$ cat src/core/pcs_pkg.sv
package pcs_pkg;

   // First-level locations of the shared configuration space.
   localparam logic [7:0] PCS_IDX_ADDR  = 8'h23;
   localparam logic [7:0] PCS_DATA_ADDR = 8'h24;

   // Second-level layout: index bits 3..2 pick the output, bits 1..0 the field.
   localparam int         PCS_NUM_OUT    = 3;
   localparam int         PCS_UNIT_POS   = 2;
   localparam int         PCS_IDX_W      = 4;
   localparam logic [1:0] PCS_FLD_HIGH   = 2'h0;
   localparam logic [1:0] PCS_FLD_LOW    = 2'h1;
   localparam logic [1:0] PCS_FLD_CFG    = 2'h2;
   localparam logic [1:0] PCS_FLD_RSVD   = 2'h3;

   // Second-level offsets of each register.
   localparam logic [7:0] PCS_SEL0_BASE_HIGH = 8'h00;
   localparam logic [7:0] PCS_SEL0_BASE_LOW  = 8'h01;
   localparam logic [7:0] PCS_SEL0_CONFIG    = 8'h02;
   localparam logic [7:0] PCS_SEL1_BASE_HIGH = 8'h04;
   localparam logic [7:0] PCS_SEL1_BASE_LOW  = 8'h05;
   localparam logic [7:0] PCS_SEL1_CONFIG    = 8'h06;
   localparam logic [7:0] PCS_SEL2_BASE_HIGH = 8'h08;
   localparam logic [7:0] PCS_SEL2_BASE_LOW  = 8'h09;
   localparam logic [7:0] PCS_SEL2_CONFIG    = 8'h0a;

   // Decode configuration fields.
   localparam int PCS_CFG_LOW_MASK_W = 4;
   localparam int PCS_CFG_WR_BIT     = 4;
   localparam int PCS_CFG_RD_BIT     = 5;
   localparam int PCS_CFG_ANY_BIT    = 6;
   localparam int PCS_CFG_WIDE_BIT   = 7;
   localparam int PCS_WIDE_MASK_W    = 12;
   localparam int PCS_HOST_ADDR_W    = 16;

   // Reset values.
   localparam logic [7:0]  PCS_REG_RST  = 8'h00;
   localparam logic [18:0] PCS_PIN_IDLE = 19'h7_0000;
   localparam logic [7:0]  PCS_RD_NONE  = 8'h00;

endpackage : pcs_pkg

$ cat src/core/pcs_decoder.sv
`timescale 1ns/10ps

module pcs_decoder
   import pcs_pkg::*;
#(
   parameter int SYNC_STAGES = 2
)
(
   input  wire logic        sys_clk,
   input  wire logic        srst,
   input  wire logic        ce,
   input  wire logic [7:0]  cfg_addr,
   input  wire logic        cfg_wr,
   input  wire logic        cfg_rd,
   input  wire logic [7:0]  cfg_wdata,
   output logic [7:0]       cfg_rdata,
   output logic             cfg_hit,
   input  wire logic [15:0] isa_addr,
   input  wire logic        isa_aen,
   input  wire logic        isa_rd_n,
   input  wire logic        isa_wr_n,
   output logic             decode_out_0_n,
   output logic             decode_out_1_n,
   output logic             decode_out_2_n
);

   initial begin
      if (SYNC_STAGES < 2) begin
         $error("pcs_decoder: SYNC_STAGES must be at least 2");
      end
   end

   // Returns 1 when a second-level index names an implemented register.
   function automatic logic pcs_slot_ok(input logic [PCS_IDX_W-1:0] idx);
      logic [1:0] unit;
      unit = idx[PCS_IDX_W-1:PCS_UNIT_POS];
      return (idx[1:0] != PCS_FLD_RSVD) && (int'(unit) < PCS_NUM_OUT);
   endfunction

   logic [PCS_IDX_W-1:0] sel_idx;
   logic [PCS_IDX_W-1:0] next_sel_idx;
   logic [7:0]           base_high      [PCS_NUM_OUT];
   logic [7:0]           base_low       [PCS_NUM_OUT];
   logic [7:0]           decode_cfg     [PCS_NUM_OUT];
   logic [7:0]           next_base_high [PCS_NUM_OUT];
   logic [7:0]           next_base_low  [PCS_NUM_OUT];
   logic [7:0]           next_decode_cfg[PCS_NUM_OUT];
   logic [7:0]           next_cfg_rdata;
   logic [7:0]           slot_data;
   logic [1:0]           sel_unit;
   logic [1:0]           sel_fld;
   logic                 sel_ok;

   assign cfg_hit  = (cfg_addr == PCS_IDX_ADDR) || (cfg_addr == PCS_DATA_ADDR);
   assign sel_unit = sel_idx[PCS_IDX_W-1:PCS_UNIT_POS];
   assign sel_fld  = sel_idx[1:0];
   assign sel_ok   = pcs_slot_ok(sel_idx);

   always_comb begin
      slot_data = PCS_RD_NONE;
      if (sel_ok) begin
         unique case (sel_fld)
            PCS_FLD_HIGH: slot_data = base_high[sel_unit];
            PCS_FLD_LOW:  slot_data = base_low[sel_unit];
            PCS_FLD_CFG:  slot_data = decode_cfg[sel_unit];
            default:      slot_data = PCS_RD_NONE;
         endcase
      end
   end

   always_comb begin
      next_sel_idx    = sel_idx;
      next_base_high  = base_high;
      next_base_low   = base_low;
      next_decode_cfg = decode_cfg;
      next_cfg_rdata  = cfg_rdata;
      if (cfg_wr && (cfg_addr == PCS_IDX_ADDR)) begin
         // Only four bits are stored, so positions 10h-FFh cannot be named.
         next_sel_idx = cfg_wdata[PCS_IDX_W-1:0];
      end
      // Reserved positions ignore writes and read as zero.
      if (cfg_wr && (cfg_addr == PCS_DATA_ADDR) && sel_ok) begin
         unique case (sel_fld)
            PCS_FLD_HIGH: next_base_high[sel_unit]  = cfg_wdata;
            PCS_FLD_LOW:  next_base_low[sel_unit]   = cfg_wdata;
            PCS_FLD_CFG:  next_decode_cfg[sel_unit] = cfg_wdata;
            default:      next_sel_idx = sel_idx;
         endcase
      end
      if (cfg_rd) begin
         if (cfg_addr == PCS_IDX_ADDR) begin
            next_cfg_rdata = {{(8-PCS_IDX_W){1'b0}}, sel_idx};
         end else if (cfg_addr == PCS_DATA_ADDR) begin
            next_cfg_rdata = slot_data;
         end else begin
            next_cfg_rdata = PCS_RD_NONE;
         end
      end
   end

   always_ff @(posedge sys_clk) begin
      if (srst) begin
         sel_idx   <= '0;
         cfg_rdata <= PCS_RD_NONE;
         for (int i = 0; i < PCS_NUM_OUT; i++) begin
            base_high[i]  <= PCS_REG_RST;
            base_low[i]   <= PCS_REG_RST;
            decode_cfg[i] <= PCS_REG_RST;
         end
      end else if (ce) begin
         sel_idx    <= next_sel_idx;
         cfg_rdata  <= next_cfg_rdata;
         base_high  <= next_base_high;
         base_low   <= next_base_low;
         decode_cfg <= next_decode_cfg;
      end
   end

   // Host pins arrive asynchronously; the first stage feeds only the next stage.
   logic [18:0] pin_sync      [SYNC_STAGES];
   logic [18:0] next_pin_sync [SYNC_STAGES];
   logic [18:0] pin_now;

   always_comb begin
      next_pin_sync[0] = {isa_aen, isa_rd_n, isa_wr_n, isa_addr};
      for (int s = 1; s < SYNC_STAGES; s++) begin
         next_pin_sync[s] = pin_sync[s-1];
      end
   end

   always_ff @(posedge sys_clk) begin
      if (srst) begin
         for (int s = 0; s < SYNC_STAGES; s++) begin
            pin_sync[s] <= PCS_PIN_IDLE;
         end
      end else if (ce) begin
         pin_sync <= next_pin_sync;
      end
   end

   assign pin_now = pin_sync[SYNC_STAGES-1];

   logic [PCS_NUM_OUT-1:0] hit;
   logic [PCS_NUM_OUT-1:0] sel_n;
   logic [PCS_NUM_OUT-1:0] next_sel_n;

   generate
      for (genvar g = 0; g < PCS_NUM_OUT; g++) begin : g_out
         pcs_match u_match (
            .host_addr (pin_now[15:0]),
            .host_aen  (pin_now[18]),
            .host_rd_n (pin_now[17]),
            .host_wr_n (pin_now[16]),
            .base      ({base_high[g], base_low[g]}),
            .cfg       (decode_cfg[g]),
            .hit       (hit[g])
         );
      end
   endgenerate

   // Registering costs one cycle but keeps the pins glitch free.
   always_comb begin
      next_sel_n = ~hit;
   end

   always_ff @(posedge sys_clk) begin
      if (srst) begin
         sel_n <= '1;
      end else if (ce) begin
         sel_n <= next_sel_n;
      end
   end

   assign decode_out_0_n = sel_n[0];
   assign decode_out_1_n = sel_n[1];
   assign decode_out_2_n = sel_n[2];

endmodule // pcs_decoder

$ cat src/core/pcs_match.sv
`timescale 1ns/10ps

module pcs_match
   import pcs_pkg::*;
(
   input  wire logic [PCS_HOST_ADDR_W-1:0] host_addr,
   input  wire logic                       host_aen,
   input  wire logic                       host_rd_n,
   input  wire logic                       host_wr_n,
   input  wire logic [PCS_HOST_ADDR_W-1:0] base,
   input  wire logic [7:0]                 cfg,
   output logic                            hit
);

   logic [PCS_HOST_ADDR_W-1:0] mask;
   logic                       addr_eq;
   logic                       qual;

   always_comb begin
      // A masked position always matches.
      mask = {{(PCS_HOST_ADDR_W-PCS_WIDE_MASK_W){1'b0}},
              {PCS_WIDE_MASK_W{cfg[PCS_CFG_WIDE_BIT]}}};
      mask[PCS_CFG_LOW_MASK_W-1:0] = mask[PCS_CFG_LOW_MASK_W-1:0]
                                   | cfg[PCS_CFG_LOW_MASK_W-1:0];
      addr_eq = (((host_addr ^ base) & ~mask) == '0);
      qual = cfg[PCS_CFG_ANY_BIT]
           | (cfg[PCS_CFG_RD_BIT] & ~host_rd_n)
           | (cfg[PCS_CFG_WR_BIT] & ~host_wr_n);
      hit = ~host_aen & addr_eq & qual;
   end

endmodule // pcs_match

$ cat config.mk
export PLATFORM = sky130hd
export DESIGN_NAME = pcs_decoder
export DESIGN_NICKNAME = d
export VERILOG_FILES = /design/src/core/pcs_pkg.sv /design/src/core/pcs_decoder.sv /design/src/core/pcs_match.sv
export SDC_FILE = /design/constraint.sdc
export NUM_CORES = 1
export LEC_CHECK = 0
export CAP_MARGIN = 40
export CORE_UTILIZATION = 35
export DETAILED_ROUTE_END_ITERATION = 7
export DONT_BUFFER_PORTS = 1
export PLACE_DENSITY = 0.56
export SKIP_LAST_GASP = 1
export SLEW_MARGIN = 20
export SYNTH_ARGS = -nofsm -noshare
export SYNTH_HDL_FRONTEND = slang
export SYNTH_SLANG_ARGS = --single-unit
$ cat constraint.sdc
create_clock -name sys_clk -period 4.7 [get_ports sys_clk]
set_input_delay 0.705 -clock sys_clk [delete_from_list [all_inputs] [get_ports sys_clk]]
set_output_delay 0.705 -clock sys_clk [all_outputs]
set_load 0.02 [all_outputs]
==> flow_metrics.py, run 1 <==
metrics = {
    "status": {
        "status": "finished, final reports clean",
    },
    "worst_setup_path": {
        "timing.rr.start": "sel_idx[2]",
        "endpoint_kind": "register",
        "slowest_stage": "or4_1",
        "crit_start": "sel_idx[2]",
        "cp.arrival_ps": 3060,
        "critPathMaxFanout": 27,
        "r2r_cells": 5,
        "rr_endpoint": "base_high[12]",
        "critPathRequiredTime_ps": 5010,
        "path_buf_inv": 2,
        "path_cells": "buf_4, inv_1, or4_1, mux2i_1, nor2_1",
        "max_stage_delay_ps": 870,
        "start_kind": "register",
        "crit_family": "simple AND/OR/NAND/NOR gates",
        "rrSetupSlack_ps": 1950,
        "worstSetupPathType": "reg -> reg",
    },
    "final_layout": {
        "fillers": 1628,
        "syn_to_final_growth_pct": 12.4,
        "register_area_um2": 2500,
        "nets": 646,
        "insertedDiodeCount": 0,
        "multi_input_area_um2": 3230,
        "drive_gt1_frac": 0.0775,
    },
    "timing": {
        "hold_slack_ps": 358,
        "rsz0062_at_grt": "no",
        "clock.fmax_ghz": 0.364,
        "tightest_slew_ps": 902,
        "hold_viol": 0,
        "maxSlewViolCount": 0,
        "finalClockSkew_ps": 8.89,
        "fin_crit_sh": 0.585,
        "setup_tns_ps": 0,
        "setup_viol": 0,
        "maxSlewHeadroom": 0.394,
        "finalCriticalPeriod_ps": 2750,
    },
    "route": {
        "met3_length_um": 902,
        "met2WireLength_mm": 6.94,
        "wl_per_cell_um": 18.8,
        "drcViolationCount": 0,
        "firstDrtPassIters": 5,
        "highest_layer": "met4",
        "drt-total-wl_mm": 15.8,
        "antenna_left": 0,
        "vias_per_cell": 5.43,
        "wl_met1_mm": 7.76,
        "drtIter0Drc": 396,
        "vias": 4558,
    },
    "synth": {
        "syn-cell-area_um2": 5920,
        "ys_ff_latch": 125,
        "synth.area.top_cells": "dfxtp_1 42%, mux2i_1 22%, nor2_1 6.8%",
        "synthFlopType": "dfxtp_1",
        "postSynthAreaPerCell_um2": 9.50,
        "syn_nets": 663,
        "yosys.cell_count.top_type": "mux2i_1",
        "postSynth.asyncResetShare": 0,
        "synth_top_area_cell": "dfxtp_1",
        "netlist_instances": 623,
        "synth_edf_count": 0,
        "synth.top_cell.area_share": 0.423,
        "ys_warn_count": 0,
        "ys_types": 42,
        "synthTopCellsByCount": "132 x mux2i_1, 125 x dfxtp_1, 108 x nor2_1",
        "synth.yosys.seq_area_share": 0.423,
    },
    "floorplanning": {
        "rows": 47,
        "initial_core_util": 0.358,
        "dieArea_um2": 17400,
        "pin_count": 52,
        "core-area_um2": 16500,
        "die_width_um": 132,
        "die_h_um": 132,
    },
    "clock_tree": {
        "cts_tree": "built",
        "clockRootBuffer": "clkbuf_16",
        "clk_latency_ps": 420,
        "path_clk_slew_ps": 50,
        "post_cts_resized": 0,
        "cts_htree_levels": 4,
        "cts.path.max_buffers": 2,
        "numClockSinks": 125,
        "cts_buffers": 17,
        "post_cts_buffers": 0,
        "hold_buffers": 0,
    },
    "placed_design": {
        "port_buffers": 0,
        "gp_congestion": 0.922,
        "dp_hpwl_mm": 10.9,
    },
    "grt": {
        "grt_antenna_before_repair": 0,
        "grt_pass1_wl_mm": 24.9,
        "grt_max_degree": 122,
        "grt_pass1_vias": 4393,
        "grt_usage": 0.187,
        "overflow": 0,
    },
    "min_path": {
        "min_from": "srst",
        "holdPathEnd": "decode_cfg[23]",
        "min_delay_path_depth": 1,
        "worst_hold_path_type": "in -> reg",
    },
    "flow_run": {
        "max-cap-violations": 0,
    },
    "power_and_ir_drop": {
        "power.leakage_nw": 2.31,
        "peakVddDrop_v": 0.000244,
        "powerDensity_nw_per_um2": 368,
    },
}
## layout by cell type (no fill, tap or decap), drive strengths merged, types with 3 or more instances in the layout
cell,n
clkinv,3
and2,3
nor2,108
o22ai,6
a21oi,21
buf,6
a22oi,6
nor4,13
clkbuf,26
o211ai,3
nand3,10
a31oi,5
xnor2,45
nand4,8
inv,4
a221oi,5
o21ai,18
dfxtp,125
nand2,30
xor2,3
o221ai,6
mux2i,132
nor3,5
nand4b,4
## flip-flops by register name (all words and copies together), names as in the netlist
name,cells
next_pin_sync,19
pin_now,19
sel_n,3
base_high,24
decode_cfg,24
cfg_rdata,8
sel_idx,4
base_low,24
## worst register-to-register path, delay by kind of cell (launching register included)
kind	cells	cell delay [ps]
mux	1	270
flops	1	850
buf+inv	2	590
simple gates	2	930
## kinds of logic after synthesis
group | count (synthesis) | synth area share
AOI/OAI and AO/OA | 76 | 0.0812
xor gates and xnor gates | 48 | 0.0710
buffers and inverters | 46 | 0.0319
DFF | 125 | 0.423
muxes | 132 | 0.223
and+or+nand+nor | 196 | 0.170
## final cells by class
type / instances / share of cell area
flip-flops and latches: 125 / 0.376
well taps: 220 / 0.0414
repair buffers: 6 / 0.00752
clock inverters: 6 / 0.0124
inverters: 4 / 0.00226
clock buffers: 26 / 0.0750
multi-input cells: 452 / 0.485
## power by group
part / total (mW) / internal [mW] / switching (mW)
registers: 1.10 / 1.08 / 0.0180
logic: 0.0693 / 0.0368 / 0.0325
clock network: 1.28 / 0.833 / 0.452
## routing by layer
metal,global-route usage,vias to the layer above
li1,-,2165
met1,0.260,2231
met2,0.281,144
met3,0.0488,18
met4,0.0581,0
met5,0,-
## how the worst max path moves through the flow
stage	end	slack [ps]	cells after the start
after floorplan	decode_cfg[10]	2220	6
after global placement	decode_cfg[9]	1820	5
after detailed placement	decode_cfg[14]	1760	5
after CTS	base_high[12]	1980	5
after global routing	decode_cfg[11]	1850	5
final	base_high[12]	1950	5
## metrics by stage
| stage | instance area (µm²) | total power, mW | utilization | setup slack, ps | instances |
|---|---|---|---|---|---|
| final | 6650 | 2.45 | 0.403 | 1950 | 839 |
| after global routing | 6650 | 2.52 | 0.403 | 1850 | 839 |
| after CTS | 6650 | 2.47 | 0.403 | 1980 | 839 |
| after detailed placement | 6070 | 1.19 | 0.367 | 1760 | 807 |
| after global placement | 6040 | 1.18 | 0.365 | 1820 | 803 |
| after floorplan | 5920 | 1.20 | - | 2220 | 623 |
Note: power is estimated with default switching activity, not from simulation.
==> run 2, diff against run 1 <==
- PLACE_DENSITY: 0.56 -> 0.58
- clock period: 4.7 -> 2.5 ns (I/O delays scaled with it)
==> flow_metrics.py, run 2 (synthesis results as in run 1) <==
metrics = {
    "status": {
        "status": "finished, final reports clean",
    },
    "route": {
        "met3_length_um": 815,
        "highest_layer": "met4",
        "firstDrtPassIters": 5,
        "met2WireLength_mm": 6.93,
        "drt-total-wl_mm": 15.6,
        "vias_per_cell": 5.31,
        "vias": 4533,
        "wl_met1_mm": 7.66,
        "drcViolationCount": 0,
        "wl_per_cell_um": 18.3,
        "antenna_left": 0,
        "drtIter0Drc": 353,
    },
    "worst_setup_path": {
        "r2r_cells": 5,
        "endpoint_kind": "register",
        "critPathRequiredTime_ps": 2810,
        "timing.rr.start": "sel_idx[1]",
        "cp.arrival_ps": 2350,
        "critPathMaxFanout": 21,
        "worstSetupPathType": "reg -> reg",
        "slowest_stage": "or4_1",
        "path_cells": "buf_4, nand2b_1, or4_1, mux2i_1, nor2_1",
        "crit_start": "sel_idx[1]",
        "max_stage_delay_ps": 690,
        "start_kind": "register",
    },
    "final_layout": {
        "final_common_cell": "mux2i_1",
        "drive_gt1_frac": 0.104,
        "nets": 661,
        "insertedDiodeCount": 0,
        "final_cell_mix": "132 x mux2i_1, 124 x dfxtp_1, 108 x nor2_1",
        "finish.instance_area_um2": 6800,
        "fin_util": 0.412,
        "fillers": 1596,
        "syn_to_final_growth_pct": 15.0,
        "top_regs": "base_high: 24 flops, base_low: 24 flops, decode_cfg: 24 flops",
        "finalNonFillerCells": 854,
    },
    "floorplanning": {
        "die_h_um": 132,
        "pin_count": 52,
        "dieArea_um2": 17400,
        "die_width_um": 132,
        "rows": 47,
        "core-area_um2": 16500,
        "initial_core_util": 0.358,
    },
    "grt": {
        "grt_pass1_wl_mm": 25.0,
        "grt_usage": 0.188,
        "grt_max_degree": 122,
        "grt_pass1_vias": 4457,
        "grt_antenna_before_repair": 0,
        "overflow": 0,
    },
    "clock_tree": {
        "post_cts_resized": 0,
        "path_clk_slew_ps": 60,
        "clk_latency_ps": 430,
        "post_cts_buffers": 0,
        "cts_buffers": 17,
        "numClockSinks": 125,
        "hold_buffers": 0,
        "cts_htree_levels": 4,
        "clockRootBuffer": "clkbuf_16",
        "cts_tree": "built",
        "cts.path.max_buffers": 2,
    },
    "power_and_ir_drop": {
        "peakVddDrop_v": 0.000418,
        "p_total_mw": 4.82,
        "powerDensity_nw_per_um2": 708,
        "power.leakage_nw": 2.41,
    },
    "timing": {
        "finalCriticalPeriod_ps": 2040,
        "fin_crit_sh": 0.816,
        "rsz0062_at_grt": "no",
        "setup_viol": 0,
        "hold_viol": 0,
        "maxSlewViolCount": 0,
        "finalClockSkew_ps": 8.35,
        "tightest_slew_ps": 531,
        "setup_tns_ps": 0,
        "maxSlewHeadroom": 0.642,
        "clock.fmax_ghz": 0.490,
    },
    "min_path": {
        "min_delay_path_depth": 1,
        "worst_hold_path_type": "in -> reg",
        "min_from": "srst",
    },
    "placed_design": {
        "place_area_um2": 6180,
        "gp_congestion": 0.854,
        "dpl.cell_count": 822,
        "port_buffers": 0,
        "dp_hpwl_mm": 10.8,
    },
    "flow_run": {
        "max-cap-violations": 0,
    },
}
[run 2: changes by cell type in the layout (fill, tap and decap cells not counted)]
cell	delta
clkbuf_1	-3
clkinv_4	+2
clkbuf_8	-2
buf_4	+17
buf_2	-1
clkinv_2	+1
buf_8	-1
bufinv_16	+2
[run 2: per-stage QoR]
stage | worst slack [ps] | hold WS, ps
after floorplan | 355 | 441
after detailed placement | 261 | 453
after CTS | 500 | 6.01
after global placement | 297 | 453
after global routing | 351 | 9.25
final | 461 | 61.3
[run 2: final cells by class]
type | instances | area (µm²) | area share
flip-flops and latches | 125 | 2500 | 0.368
well taps | 220 | 275 | 0.0405
clock buffers | 21 | 460 | 0.0677
inverters | 4 | 15.0 | 0.00221
multi-input cells | 452 | 3230 | 0.474
clock inverters | 11 | 165 | 0.0243
repair buffers | 21 | 158 | 0.0232
[run 2: worst paths after layout]
| check | end | slack, ps |
|---|---|---|
| worst min-delay path | decode_cfg[7] | 60 |
| worst max-delay path | decode_cfg[13] | 460 |
| worst max register to register | decode_cfg[13] | 460 |
| worst min register to register | next_pin_sync[18] | 470 |
[run 2: power by group]
part	switching, mW	internal [mW]	leakage [nW]
clock	0.914	1.71	0.307
combinational	0.0611	0.0700	1.09
sequential	0.0327	2.02	1.01
[run 2: layer usage]
| metal | up-vias | global-route usage |
|---|---|---|
| met5 | - | 0 |
| met4 | 0 | 0.0620 |
| met3 | 16 | 0.0557 |
| met2 | 127 | 0.285 |
| met1 | 2198 | 0.255 |
| li1 | 2192 | - |
[run 2: worst max-delay path: cells and delay by family (launching register included)]
family,cells,cell delay [ps]
simple gates,3,950
flops,1,420
buf+inv,1,310
mux,1,240
==> run 3, diff against run 2 <==
- PLACE_DENSITY: 0.58 -> 0.56
- clock period: 2.5 -> 1.98 ns (I/O delays scaled with it)
==> flow_metrics.py, run 3 (synthesis results as in run 1) <==
metrics = {
    "timing": {
        "fin_crit_sh": 0.958,
        "finalClockSkew_ps": 4.10,
        "hold_viol": 0,
        "maxSlewViolCount": 0,
        "setup_viol": 0,
        "rsz0062_at_grt": "no",
        "clock.fmax_ghz": 0.527,
        "finalCriticalPeriod_ps": 1900,
        "maxSlewHeadroom": 0.594,
        "tightest_slew_ps": 603,
    },
    "clock_tree": {
        "cts_buffers": 17,
        "cts_tree": "built",
        "post_cts_resized": 0,
        "clockRootBuffer": "clkbuf_16",
        "numClockSinks": 125,
        "clk_latency_ps": 420,
        "cts.path.max_buffers": 2,
        "hold_buffers": 33,
        "post_cts_buffers": 0,
        "cts_htree_levels": 4,
        "path_clk_slew_ps": 60,
    },
    "power_and_ir_drop": {
        "peakVddDrop_v": 0.000616,
        "power.leakage_nw": 2.64,
        "powerDensity_nw_per_um2": 807,
    },
    "worst_setup_path": {
        "r2r_cells": 5,
        "rr_endpoint": "base_high[10]",
        "timing.rr.start": "sel_idx[1]",
        "crit_start": "sel_idx[1]",
        "start_kind": "register",
        "cp_num_cells": 5,
        "endpoint": "base_high[10]",
        "crit_family": "simple AND/OR/NAND/NOR gates",
        "slowest_stage": "or4_1",
        "rrSetupSlack_ps": 80,
        "worstSetupPathType": "reg -> reg",
        "critPathMaxFanout": 8,
        "endpoint_kind": "register",
        "max_stage_delay_ps": 580,
        "cp.arrival_ps": 2190,
        "critPathRequiredTime_ps": 2270,
        "path_buf_inv": 1,
        "path_cells": "or2_2, or4_1, buf_4, mux2i_1, nor2_1",
    },
    "flow_run": {
        "max-cap-violations": 0,
    },
    "route": {
        "drcViolationCount": 0,
        "antenna_left": 0,
        "vias_per_cell": 5.24,
        "drt-total-wl_mm": 16.1,
        "wl_per_cell_um": 18.0,
        "drtIter0Drc": 340,
        "firstDrtPassIters": 5,
        "vias": 4694,
    },
    "final_layout": {
        "top_regs": "base_high: 24 flops, base_low: 24 flops, decode_cfg: 24 flops",
        "final_common_cell": "mux2i_1",
        "syn_to_final_growth_pct": 22.4,
        "final_cell_mix": "132 x mux2i_1, 124 x dfxtp_1, 108 x nor2_1",
        "nets": 702,
        "insertedDiodeCount": 0,
        "finalNonFillerCells": 895,
        "finish.instance_area_um2": 7240,
        "drive_gt1_frac": 0.114,
    },
    "placed_design": {
        "dp_hpwl_mm": 10.9,
        "port_buffers": 0,
        "gp_congestion": 0.830,
        "place_area_um2": 6320,
        "dpl.cell_count": 830,
    },
    "floorplanning": {
        "die_width_um": 132,
        "die_h_um": 132,
        "initial_core_util": 0.358,
        "dieArea_um2": 17400,
        "rows": 47,
        "core-area_um2": 16500,
        "pin_count": 52,
    },
    "grt": {
        "use_met3": 0.0438,
        "met1_usage": 0.271,
        "grt_pass1_vias": 4745,
        "grt_pass1_wl_mm": 26.1,
        "overflow": 0,
        "grt_max_degree": 88,
        "busiest_layer": "met2",
        "grt_usage": 0.195,
        "use_met2": 0.299,
        "grt_antenna_before_repair": 0,
    },
    "status": {
        "status": "finished, final reports clean",
    },
    "min_path": {
        "worst_hold_path_type": "in -> reg",
    },
}
run 3: routing by layer:
layer | vias up | part of all wire
met5 | - | 0
met4 | 0 | 0.013
met3 | 16 | 0.048
met2 | 122 | 0.45
met1 | 2286 | 0.49
li1 | 2270 | -
run 3: worst register-to-register path, delay by kind of cell (launching register included):
family | cells | cell delay, ps
mux | 1 | 170
buf+inv | 1 | 230
flops | 1 | 370
simple gates | 3 | 1010
run 3: worst min path at each step:
stage	startpoint	to	slack (ps)	cells past startpoint
floorplan	isa_aen	next_pin_sync[18]	430	2
global placement	srst	sel_idx[2]	370	1
detailed placement	srst	sel_idx[2]	380	1
CTS	ce	pin_now[17]	2	2
global route	isa_rd_n	next_pin_sync[17]	10	2
finish	isa_rd_n	next_pin_sync[17]	10	2
run 3: where the power goes:
part / switching, mW / total [mW] / internal, mW
registers: 0.0408 / 2.60 / 2.56
clock network: 1.22 / 2.99 / 1.78
logic: 0.118 / 0.260 / 0.142
total: 1.37 / 5.85 / 4.47
run 3: stage by stage:
stage	TNS (ps)	power, mW	setup WS, ps	utilization	hold slack, ps
finish	0	5.85	83.8	0.438	11.4
global route	0	6.04	3.64	0.438	10.7
CTS	0	5.90	94.2	0.438	2.49
global placement	-582	2.83	-42.3	0.383	372
floorplan	-1070	2.84	-79.2	-	425
detailed placement	-1170	2.84	-50.6	0.383	378
run 3: cell type report:
class,instances,area (µm²)
sequential,125,2500
timing repair buffer,62,641
clock inverter,14,135
tap,220,275
clock buffer,18,439
fill,1572,9280
inverter,4,15.0
multi-input combinational,452,3230
